## src/cgl_consts.vh

```
/*
 Constants for the camera GPIO line control block: register offsets,
 field positions, reset values and timing.
 Assumes inclusion by bare name from the design files.
*/
`ifndef CGL_CONSTS_VH
`define CGL_CONSTS_VH

// ----------------------------------------------------------------
// Register byte offsets
// ----------------------------------------------------------------
`define CGL_OFS_INDEX       6'h00
`define CGL_OFS_LINE_CFG    6'h04
`define CGL_OFS_FILT_DG     6'h08
`define CGL_OFS_FILT_DB     6'h0C
`define CGL_OFS_LEVEL_ALL   6'h10
`define CGL_OFS_SOFT_IDX    6'h14
`define CGL_OFS_SOFT_LEVEL  6'h18
`define CGL_OFS_SOFT_WORD   6'h1C

// ----------------------------------------------------------------
// Line configuration fields
// ----------------------------------------------------------------
`define CGL_CFG_DIR_BIT     0
`define CGL_CFG_INV_BIT     1
`define CGL_CFG_DGEN_BIT    2
`define CGL_CFG_DBEN_BIT    3
`define CGL_CFG_SRC_LSB     4
`define CGL_CFG_SRC_MSB     6
`define CGL_CFG_SEL_LSB     8
`define CGL_CFG_SEL_MSB     9
`define CGL_CFG_LEVEL_BIT   16
`define CGL_CFG_FMT_LSB     20
`define CGL_CFG_FMT_MSB     21

// ----------------------------------------------------------------
// Output signal choices and circuit types
// ----------------------------------------------------------------
`define CGL_SRC_LINE        3'h0
`define CGL_SRC_SOFT        3'h1
`define CGL_SRC_COUNTER     3'h2
`define CGL_SRC_LOGIC       3'h3
`define CGL_SRC_EXPOSURE    3'h4
`define CGL_SRC_TRIG_WAIT   3'h5
`define CGL_FMT_TRISTATE    2'h0
`define CGL_FMT_OPTO        2'h1
`define CGL_FMT_OPEN_DRAIN  2'h2

// ----------------------------------------------------------------
// Reset values and timing
// ----------------------------------------------------------------
`define CGL_RST_CFG         8'h00
`define CGL_RST_WIDTH_US    16'h0000
`define CGL_CLK_MHZ         125

`endif

```

## src/cgl_sync.v

```verilog
/*
 Two flip-flop synchroniser for one asynchronous input bit.
 Assumes clk_i is the block clock and reset is already synchronous-released.
*/
`timescale 1ns/1ps
module cgl_sync (
	input  wire clk_i,
	input  wire rst_n_i,
	input  wire d_i,
	output wire q_o
);
	reg meta_r;
	reg sync_r;

	// First stage is read only by the second stage
	always @(posedge clk_i or negedge rst_n_i) begin
		if (!rst_n_i) begin
			meta_r <= 1'b0;
			sync_r <= 1'b0;
		end else begin
			meta_r <= d_i;
			sync_r <= meta_r;
		end
	end

	assign q_o = sync_r;
endmodule // cgl_sync

```

## src/cgl_filter.v

```verilog
/*
 Input filter for one line: a deglitch stage followed by a debounce stage.
 Assumes a synchronised input and widths in microseconds, stable while used.
*/
`timescale 1ns/1ps
`include "cgl_consts.vh"
module cgl_filter #(
	parameter WIDTH_BITS = 16
) (
	input  wire                  clk_i,
	input  wire                  rst_n_i,
	input  wire                  in_i,
	input  wire                  dg_en_i,
	input  wire                  db_en_i,
	input  wire [WIDTH_BITS-1:0] dg_us_i,
	input  wire [WIDTH_BITS-1:0] db_us_i,
	output wire                  out_o
);
	localparam [6:0] CYC_PER_US = `CGL_CLK_MHZ;

	reg [6:0]            tick_cnt_r;
	reg                  us_tick_r;
	reg                  dg_out_r;
	reg [WIDTH_BITS-1:0] dg_cnt_r;
	reg                  db_out_r;
	reg [WIDTH_BITS-1:0] db_cnt_r;
	wire                 dg_res;

	// ----------------------------------------------------------------
	// Microsecond timebase
	// ----------------------------------------------------------------
	always @(posedge clk_i or negedge rst_n_i) begin
		if (!rst_n_i) begin
			tick_cnt_r <= 7'h00;
			us_tick_r  <= 1'b0;
		end else begin
			us_tick_r  <= (tick_cnt_r == CYC_PER_US - 7'h01);
			tick_cnt_r <= (tick_cnt_r == CYC_PER_US - 7'h01) ? 7'h00 : tick_cnt_r + 7'h01;
		end
	end

	// ----------------------------------------------------------------
	// Deglitch: new level accepted once it held for the full width
	// ----------------------------------------------------------------
	always @(posedge clk_i or negedge rst_n_i) begin
		if (!rst_n_i) begin
			dg_out_r <= 1'b0;
			dg_cnt_r <= {WIDTH_BITS{1'b0}};
		end else if (in_i == dg_out_r) begin
			dg_cnt_r <= {WIDTH_BITS{1'b0}};
		end else if (dg_cnt_r >= dg_us_i) begin
			dg_out_r <= in_i;
			dg_cnt_r <= {WIDTH_BITS{1'b0}};
		end else if (us_tick_r) begin
			dg_cnt_r <= dg_cnt_r + {{(WIDTH_BITS-1){1'b0}}, 1'b1};
		end
	end

	// Deglitch result feeds debounce when both are on
	assign dg_res = dg_en_i ? dg_out_r : in_i;

	// ----------------------------------------------------------------
	// Debounce: first edge passes, then state is locked for the width
	// ----------------------------------------------------------------
	always @(posedge clk_i or negedge rst_n_i) begin
		if (!rst_n_i) begin
			db_out_r <= 1'b0;
			db_cnt_r <= {WIDTH_BITS{1'b0}};
		end else if (db_cnt_r != {WIDTH_BITS{1'b0}}) begin
			if (us_tick_r)
				db_cnt_r <= db_cnt_r - {{(WIDTH_BITS-1){1'b0}}, 1'b1};
		end else if (dg_res != db_out_r) begin
			db_out_r <= dg_res;
			db_cnt_r <= db_us_i;
		end
	end

	assign out_o = db_en_i ? db_out_r : dg_res;
endmodule // cgl_filter

```

## src/cgl_line_ctrl.v

```verilog
/*
 Camera GPIO line control: four lines with direction, polarity, input
 filters, output source selection and software output bits, behind a
 classic Wishbone slave.
 Assumes pins arrive asynchronously and internal sources are on clk_i.
*/
// Functional notes
// Four lines, index selects per-line settings
// Per-line direction: input or output
// Per-line polarity inversion of in/out
// Per-line level readback, sampled on read
// All-line level word, bit n line n
// Per-line deglitch/debounce, own microsecond widths
// Deglitch accepts level after width persists
// Debounce passes first edge, then locks
// Deglitch feeds debounce when both active
// Output source applies only when output
// Sources: line, soft, counter, logic, exposure, trigwait
// Soft index selects bit, level sets it
// Soft word writes/reads all bits together
// Read-only circuit type per line
// Input line leaves driver inactive
`timescale 1ns/1ps
`include "cgl_consts.vh"
module cgl_line_ctrl #(
	parameter NUM_LINES  = 4,
	parameter WIDTH_BITS = 16,
	parameter [2*NUM_LINES-1:0] LINE_FORMATS = {NUM_LINES{`CGL_FMT_OPEN_DRAIN}}
) (
	input  wire                 clk_i,
	input  wire                 reset_n_i,
	input  wire                 wb_cyc_i,
	input  wire                 wb_stb_i,
	input  wire                 wb_we_i,
	input  wire [5:0]           wb_adr_i,
	input  wire [3:0]           wb_sel_i,
	input  wire [31:0]          wb_dat_i,
	output reg  [31:0]          wb_dat_o,
	output wire                 wb_ack_o,
	input  wire [NUM_LINES-1:0] pin_i,
	output reg  [NUM_LINES-1:0] pin_o,
	output reg  [NUM_LINES-1:0] pin_oe_o,
	input  wire [NUM_LINES-1:0] counter_active_i,
	input  wire [NUM_LINES-1:0] logic_block_i,
	input  wire                 exposure_active_i,
	input  wire                 frame_trigger_wait_i,
	output wire [NUM_LINES-1:0] soft_output_word_o
);
	// ----------------------------------------------------------------
	// Reset release
	// ----------------------------------------------------------------
	// Internal reset leaves two edges after the pin so no flop sees a runt release
	reg rst_meta_r;
	reg rst_n_r;

	always @(posedge clk_i or negedge reset_n_i) begin
		if (!reset_n_i) begin
			rst_meta_r <= 1'b0;
			rst_n_r    <= 1'b0;
		end else begin
			rst_meta_r <= 1'b1;
			rst_n_r    <= rst_meta_r;
		end
	end

	// ----------------------------------------------------------------
	// Register state
	// ----------------------------------------------------------------
	reg [1:0]            pin_index_select_r;
	reg [1:0]            soft_output_index_r;
	reg [NUM_LINES-1:0]  soft_output_word_r;
	reg [NUM_LINES-1:0]  dir_out_r;
	reg [NUM_LINES-1:0]  pin_polarity_invert_r;
	reg [NUM_LINES-1:0]  dg_en_r;
	reg [NUM_LINES-1:0]  db_en_r;
	reg [3*NUM_LINES-1:0] output_signal_choice_r;
	reg [2*NUM_LINES-1:0] loop_sel_r;
	reg [WIDTH_BITS*NUM_LINES-1:0] dg_us_r;
	reg [WIDTH_BITS*NUM_LINES-1:0] db_us_r;
	reg                  ack_r;

	wire [NUM_LINES-1:0] pin_sync;
	wire [NUM_LINES-1:0] pin_filt;
	// Level word is combinational; only a read freezes it
	reg  [NUM_LINES-1:0] all_pins_level_word;
	reg  [NUM_LINES-1:0] drive_level;

	// ----------------------------------------------------------------
	// Bus request decode
	// ----------------------------------------------------------------
	// A request is taken once; the ack cycle itself is never a new request
	wire req   = wb_cyc_i & wb_stb_i & ~ack_r;
	wire wr    = req & wb_we_i;
	wire [1:0] idx = pin_index_select_r;

	// ----------------------------------------------------------------
	// Per-line input path and output mux
	// ----------------------------------------------------------------
	genvar g;
	generate
		for (g = 0; g < NUM_LINES; g = g + 1) begin : g_line
			cgl_sync u_sync (
				.clk_i   (clk_i),
				.rst_n_i (rst_n_r),
				.d_i     (pin_i[g]),
				.q_o     (pin_sync[g])
			);
			// Each line owns its filter counters so widths never alias
			cgl_filter #(.WIDTH_BITS(WIDTH_BITS)) u_filter (
				.clk_i   (clk_i),
				.rst_n_i (rst_n_r),
				.in_i    (pin_sync[g]),
				.dg_en_i (dg_en_r[g]),
				.db_en_i (db_en_r[g]),
				.dg_us_i (dg_us_r[g*WIDTH_BITS +: WIDTH_BITS]),
				.db_us_i (db_us_r[g*WIDTH_BITS +: WIDTH_BITS]),
				.out_o   (pin_filt[g])
			);

			// Source choice matters only while the line drives; oe gates it
			always @* begin
				case (output_signal_choice_r[3*g +: 3])
				`CGL_SRC_LINE: begin
					drive_level[g] = pin_filt[loop_sel_r[2*g +: 2]];
				end
				`CGL_SRC_SOFT: begin
					drive_level[g] = soft_output_word_r[loop_sel_r[2*g +: 2]];
				end
				`CGL_SRC_COUNTER: begin
					drive_level[g] = counter_active_i[loop_sel_r[2*g +: 2]];
				end
				`CGL_SRC_LOGIC: begin
					drive_level[g] = logic_block_i[loop_sel_r[2*g +: 2]];
				end
				`CGL_SRC_EXPOSURE: begin
					drive_level[g] = exposure_active_i;
				end
				`CGL_SRC_TRIG_WAIT: begin
					drive_level[g] = frame_trigger_wait_i;
				end
				default: begin
					drive_level[g] = 1'b0;
				end
				endcase
			end

			// Level shown to software is the line's logical state after inversion
			always @* begin
				if (dir_out_r[g]) begin
					all_pins_level_word[g] = drive_level[g] ^ pin_polarity_invert_r[g];
				end else begin
					all_pins_level_word[g] = pin_filt[g] ^ pin_polarity_invert_r[g];
				end
			end

			// Registered so the pin never shows mux glitches
			always @(posedge clk_i or negedge rst_n_r) begin
				if (!rst_n_r) begin
					pin_o[g]    <= 1'b0;
					pin_oe_o[g] <= 1'b0;
				end else begin
					pin_o[g]    <= drive_level[g] ^ pin_polarity_invert_r[g];
					pin_oe_o[g] <= dir_out_r[g];
				end
			end
		end
	endgenerate

	// ----------------------------------------------------------------
	// Register writes
	// ----------------------------------------------------------------
	always @(posedge clk_i or negedge rst_n_r) begin
		if (!rst_n_r) begin
			pin_index_select_r     <= 2'h0;
			soft_output_index_r    <= 2'h0;
			soft_output_word_r     <= {NUM_LINES{1'b0}};
			dir_out_r              <= {NUM_LINES{1'b0}};
			pin_polarity_invert_r  <= {NUM_LINES{1'b0}};
			dg_en_r                <= {NUM_LINES{1'b0}};
			db_en_r                <= {NUM_LINES{1'b0}};
			output_signal_choice_r <= {3*NUM_LINES{1'b0}};
			loop_sel_r             <= {2*NUM_LINES{1'b0}};
			dg_us_r                <= {WIDTH_BITS*NUM_LINES{1'b0}};
			db_us_r                <= {WIDTH_BITS*NUM_LINES{1'b0}};
		end else if (wr) begin
			// Writes land at the taking edge, the same edge that raises ack
			case (wb_adr_i)
			`CGL_OFS_INDEX: begin
				if (wb_sel_i[0])
					pin_index_select_r <= wb_dat_i[1:0];
			end
			`CGL_OFS_LINE_CFG: begin
				if (wb_sel_i[0]) begin
					dir_out_r[idx]                  <= wb_dat_i[`CGL_CFG_DIR_BIT];
					pin_polarity_invert_r[idx]      <= wb_dat_i[`CGL_CFG_INV_BIT];
					dg_en_r[idx]                    <= wb_dat_i[`CGL_CFG_DGEN_BIT];
					db_en_r[idx]                    <= wb_dat_i[`CGL_CFG_DBEN_BIT];
					output_signal_choice_r[3*idx +: 3] <= wb_dat_i[`CGL_CFG_SRC_MSB:`CGL_CFG_SRC_LSB];
				end
				if (wb_sel_i[1])
					loop_sel_r[2*idx +: 2] <= wb_dat_i[`CGL_CFG_SEL_MSB:`CGL_CFG_SEL_LSB];
			end
			`CGL_OFS_FILT_DG: begin
				if (wb_sel_i[0])
					dg_us_r[idx*WIDTH_BITS +: 8] <= wb_dat_i[7:0];
				if (wb_sel_i[1])
					dg_us_r[idx*WIDTH_BITS+8 +: 8] <= wb_dat_i[15:8];
			end
			`CGL_OFS_FILT_DB: begin
				if (wb_sel_i[0])
					db_us_r[idx*WIDTH_BITS +: 8] <= wb_dat_i[7:0];
				if (wb_sel_i[1])
					db_us_r[idx*WIDTH_BITS+8 +: 8] <= wb_dat_i[15:8];
			end
			`CGL_OFS_SOFT_IDX: begin
				if (wb_sel_i[0])
					soft_output_index_r <= wb_dat_i[1:0];
			end
			`CGL_OFS_SOFT_LEVEL: begin
				if (wb_sel_i[0])
					soft_output_word_r[soft_output_index_r] <= wb_dat_i[0];
			end
			`CGL_OFS_SOFT_WORD: begin
				if (wb_sel_i[0])
					soft_output_word_r <= wb_dat_i[NUM_LINES-1:0];
			end
			default: begin
			end
			endcase
		end
	end

	// ----------------------------------------------------------------
	// Read data selection
	// ----------------------------------------------------------------
	// Unused bits read as zero so software can mask fields freely
	reg [31:0] rd_data_nxt;

	always @* begin
		rd_data_nxt = 32'h00000000;
		case (wb_adr_i)
		`CGL_OFS_INDEX: begin
			rd_data_nxt[1:0] = pin_index_select_r;
		end
		`CGL_OFS_LINE_CFG: begin
			rd_data_nxt[`CGL_CFG_DIR_BIT]  = dir_out_r[idx];
			rd_data_nxt[`CGL_CFG_INV_BIT]  = pin_polarity_invert_r[idx];
			rd_data_nxt[`CGL_CFG_DGEN_BIT] = dg_en_r[idx];
			rd_data_nxt[`CGL_CFG_DBEN_BIT] = db_en_r[idx];
			rd_data_nxt[`CGL_CFG_SRC_MSB:`CGL_CFG_SRC_LSB] = output_signal_choice_r[3*idx +: 3];
			rd_data_nxt[`CGL_CFG_SEL_MSB:`CGL_CFG_SEL_LSB] = loop_sel_r[2*idx +: 2];
			rd_data_nxt[`CGL_CFG_LEVEL_BIT] = all_pins_level_word[idx];
			rd_data_nxt[`CGL_CFG_FMT_MSB:`CGL_CFG_FMT_LSB] = LINE_FORMATS[2*idx +: 2];
		end
		`CGL_OFS_FILT_DG: begin
			rd_data_nxt[WIDTH_BITS-1:0] = dg_us_r[idx*WIDTH_BITS +: WIDTH_BITS];
		end
		`CGL_OFS_FILT_DB: begin
			rd_data_nxt[WIDTH_BITS-1:0] = db_us_r[idx*WIDTH_BITS +: WIDTH_BITS];
		end
		`CGL_OFS_LEVEL_ALL: begin
			rd_data_nxt[NUM_LINES-1:0] = all_pins_level_word;
		end
		`CGL_OFS_SOFT_IDX: begin
			rd_data_nxt[1:0] = soft_output_index_r;
		end
		`CGL_OFS_SOFT_LEVEL: begin
			rd_data_nxt[0] = soft_output_word_r[soft_output_index_r];
		end
		`CGL_OFS_SOFT_WORD: begin
			rd_data_nxt[NUM_LINES-1:0] = soft_output_word_r;
		end
		default: begin
			rd_data_nxt = 32'h00000000;
		end
		endcase
	end

	// ----------------------------------------------------------------
	// Read path and acknowledge
	// ----------------------------------------------------------------
	// Read data is captured at the request so level is a poll-time snapshot
	// Data stays put between reads, so a poll sees one instant
	always @(posedge clk_i or negedge rst_n_r) begin
		if (!rst_n_r) begin
			wb_dat_o <= 32'h00000000;
			ack_r    <= 1'b0;
		end else begin
			ack_r <= req;
			if (req && !wb_we_i) begin
				wb_dat_o <= rd_data_nxt;
			end
		end
	end

	assign wb_ack_o           = ack_r;
	assign soft_output_word_o = soft_output_word_r;
endmodule // cgl_line_ctrl

```

## config.mk

```make
export PLATFORM = sky130hd
export DESIGN_NAME = cgl_line_ctrl
export DESIGN_NICKNAME = d
export VERILOG_FILES = /design/src/cgl_sync.v /design/src/cgl_filter.v /design/src/cgl_line_ctrl.v
export VERILOG_INCLUDE_DIRS = /design/src /design/src/src
export SDC_FILE = /design/constraint.sdc
export NUM_CORES = 1
export LEC_CHECK = 0
export ABC_AREA = 1
export BUFFER_PORTS_ARGS = -buffer_cell sky130_fd_sc_hd__buf_2
export CAP_MARGIN = 25
export CORE_UTILIZATION = 45
export CTS_CLUSTER_DIAMETER = 40
export CTS_CLUSTER_SIZE = 10
export DETAILED_ROUTE_END_ITERATION = 7
export MAX_ROUTING_LAYER = met4
export SYNTH_ARGS = -nofsm -noshare
export SYNTH_HDL_FRONTEND = slang
export SYNTH_SLANG_ARGS = --single-unit
```

## constraint.sdc

```tcl
create_clock -name clk_i -period 16.3 [get_ports clk_i]
set_clock_uncertainty 0.05 [all_clocks]
set_input_delay 3.26 -clock clk_i [delete_from_list [all_inputs] [get_ports clk_i]]
set_output_delay 3.26 -clock clk_i [all_outputs]
set_load 0.01 [all_outputs]
```

==> results.md <==
* Core area at 46650 um^2
* Final setup viols at 0
* Post-CTS Setup Bufs at 0
* Clk Latency, worst-skew pair at roughly 0.6 ns
* Sequential fraction of the synthesis area at 0.4427
* Root Driver: clkbuf_16
* Die ar. at slightly below 50000 um^2
* Via Count at 19620
* Antenna violations before repair at 2
* Post-synth EDFFs at 0
* Placed Cells at 3392
* Buf/Inv on CP at 5
* Largest net degree at the start of global routing at 77
* Worst EP arrival at 5.41 ns
* Most common cell after layout, fill and taps aside: nand2_1
* First-pass GRT wire length at around 100 mm
* Crit path capture type: flop
* Vias in the first global route at approximately 18000
* Post-CTS Hold Fix Bufs at 0
* Maximum clock rate at 201.9 MHz
* Flops & latches, synth at 377
* Global route total overflow at 0
* Min Tclk post-route at 4.954 ns
* Final Hold Fails at 0
* Synth Cell Area at roughly 21000 um^2
* H-tree depth at 3
* First-pass DRT Iterations at 8
* Clock Tree Buf Depth at 3
* Slew Limit Fails at 0
* P_int at ~2000 uW
* Starting Density at 0.4568
* Synthesis warning total at 0
* Final core occ at 0.5320
* Pwr Density at ~110 nW/um^2
* GRT Overall Usage at 0.2927
* Die Wd at 219.6 um
* Net Sw Frac at 0.2419
* Setup_tns at 0 ns
* Worst EP required at roughly 17 ns
* Worst-Margin Slew at between 0.9 and 1 ns
* Commonest cells after routing, fill and taps aside: nand2_1, o21ai_0, dfrtp_1
* Resized cells post-CTS at 0
* RD Place Congestion at 0.9842
* Setup CP Type: input port to flop
* CTS tree: built
* Final wirelength at 67.13 mm
* RSZ-0062 raised after global routing: false
* Routed WL per cell at between 15 and 20 um
* Post-Syn Instances at 2777
* Worst Hold Class: flop to flop
* CTS clk-pin slew, worst paths at about 0.050 ns
* Port Buffers at 73
* Sequential power share at 0.365
* Final ANT Viol Nets at 0
* Layout cells sized above 1 at 0.09010
* Failing checks: DRC
* DP HPWL at 50.55 mm
* Most used cell, CP: inv_1
* Clock sink total at around 380
* Comb power frac at 0.037
* Top FF cell, synth: dfrtp_1
* Syn Area/Cell at 7.674 um^2
* Net Switching at about 640 uW
* VDD IR max at 79.84 uV
* Std-Cell Rows at 79
* Post-synth ARST share at 1.000
* Critical Path Source Type: input port
* CTS Buf Count at 73
* Status: complete, but fails checks
* Synth cell types at 51
* Final period util at 0.3039
* Via density at approximately 5.6
* Count of non-filler cells in the finished layout at roughly 3500
* Leakage power at around 0.011 uW
* Slowest library cell on the worst path: inv_1
* Ordered list of cells on the worst path: buf_2 -> inv_1 -> nand2_1 -> nor3_4 -> buf_4 -> inv_1 -> nor2_1 -> inv_1 -> o21ai_0
* Relative slew slack at 0.3675
* Cell family with most CP delay: buffers and inverters
* Starting DRT DRC Count at 2342
* Clock share of power at 0.598
* Fin nets at ~3000
* Total I/O pin count at around 110
* Area Growth Syn to Fin at 16.46%
* DRC violations left at 4
* Critical-path maximum fanout at 32
* Die Y at roughly 220 um
* Crit path largest cell delay at approximately 0.45 ns
* Maxcap violations at 0
==> synth_stat cells, types with 3 or more instances <==
cell type	instances	area [um^2]
o22ai_1	32	200.2
nand3_1	137	685.7
nand3_2	3	30.03
a211oi_1	4	30.03
xnor2_1	13	113.9
o21ai_1	5	25.02
nand2_2	3	18.77
a21oi_1	161	805.8
nor2_2	7	43.79
ha_1	92	1151
nor4_2	3	37.54
buf_4	16	120.1
nand4_1	33	206.5
or2_2	4	25.02
nand3b_1	5	37.54
inv_2	9	33.78
buf_2	14	70.07
nor3_2	5	50.05
o21ai_0	396	1982
a32o_1	3	30.03
nor3b_1	12	90.09
o31ai_1	6	45.04
o41ai_1	3	26.28
nor4_1	5	31.28
and3_1	7	43.79
nor2_1	240	900.9
nand2_1	627	2354
a22o_1	6	52.55
clkbuf_1	62	232.7
o211ai_1	18	135.1
dfrtp_1	377	9434
inv_1	321	1205
a31oi_1	11	68.82
xor2_1	59	516.8
nor3_1	55	275.3
==> flip-flops by register name, indices dropped and copies added (netlist names), 8 cells and up <==
signal / flops
wb_dat_o: 18
loop_sel_r: 8
dg_us_r: 64
g_line.u_filter.db_cnt_r: 64
db_us_r: 64
output_signal_choice_r: 12
g_line.u_filter.dg_cnt_r: 64
g_line.u_filter.tick_cnt_r: 28
==> worst register-to-register path, delay by kind of cell (launching register included) <==
| family | cells | cell delay, ns |
|---|---|---|
| AO/OA/AOI/OAI | 1 | 0.27 |
| adder cells (fa/ha/maj) | 1 | 0.67 |
| buffers and inverters | 3 | 1.67 |
| flip-flops | 1 | 0.64 |
| AND/OR/NAND/NOR | 2 | 0.76 |
==> power by group through the flow <==
stage | logic (uW) | clock network, uW | registers (uW)
2_1_floorplan | 44.3 | 0 | 984
3_3_place_gp | 94.2 | 0 | 975
3_5_place_dp | 95.4 | 0 | 975
4_1_cts | 95.9 | 1600 | 960
5_1_grt | 108 | 1640 | 960
6_report | 97.2 | 1570 | 960
==> cell type report <==
class | count | area, um^2
clock buffer | 88 | 1973
sequential | 377 | 9443
inverter | 332 | 1246
clock inverter | 45 | 623.1
tap | 607 | 759.5
timing repair buffer | 90 | 513.0
fill | 4439 | 21840
multi-input combinational | 1987 | 10260
antenna | 2 | 5.005
==> cells by family after synthesis <==
logic type                 share of synthesized area
AOI/OAI and AO/OA                             0.1639
xor gates and xnor gates                     0.02959
adders and majority gates                    0.05401
buffers and inverters                        0.07867
DFF                                           0.4427
muxes                                      0.0005283
other                                      0.0003524
and+or+nand+nor                               0.2303
==> layer usage <==
metal	vias up	track usage	wire length, um
li1	9370	-	-
met1	9367	0.3939	29920
met2	728	0.4410	30270
met3	153	0.05521	4764
met4	0	0.1030	2179
met5	-	-	0
==> per-stage QoR <==
stage	hold WS, ns	cell area, um^2	total power [uW]	worst slack, ns
floorplan	0.2812	21360	1029	4.965
global placement	0.2835	22180	1069	10.83
detailed placement	0.2847	22190	1070	10.76
CTS	0.2963	24790	2652	11.35
global route	0.2988	24820	2707	11.15
finish	0.2949	24820	2630	11.35
==> final timing paths <==
kind | start | to | slack, ns | cells past startpoint
min | g_line[1].u_sync.meta_r | g_line[1].u_sync.q_o | 0.29 | 0
min reg2reg | g_line[1].u_sync.meta_r | g_line[1].u_sync.q_o | 0.29 | 0
max in group asynchronous | rst_n_r | g_line[3].u_filter.db_cnt_r[5] | 12.89 | 3
min in group asynchronous | rst_n_r | g_line[0].u_sync.meta_r | 0.32 | 0
max | wb_adr_i[4] | db_us_r[44] | 11.35 | 9
max reg2reg | idx[0] | db_us_r[37] | 12.13 | 7
No activity file was read; power rests on OpenSTA's default activity.
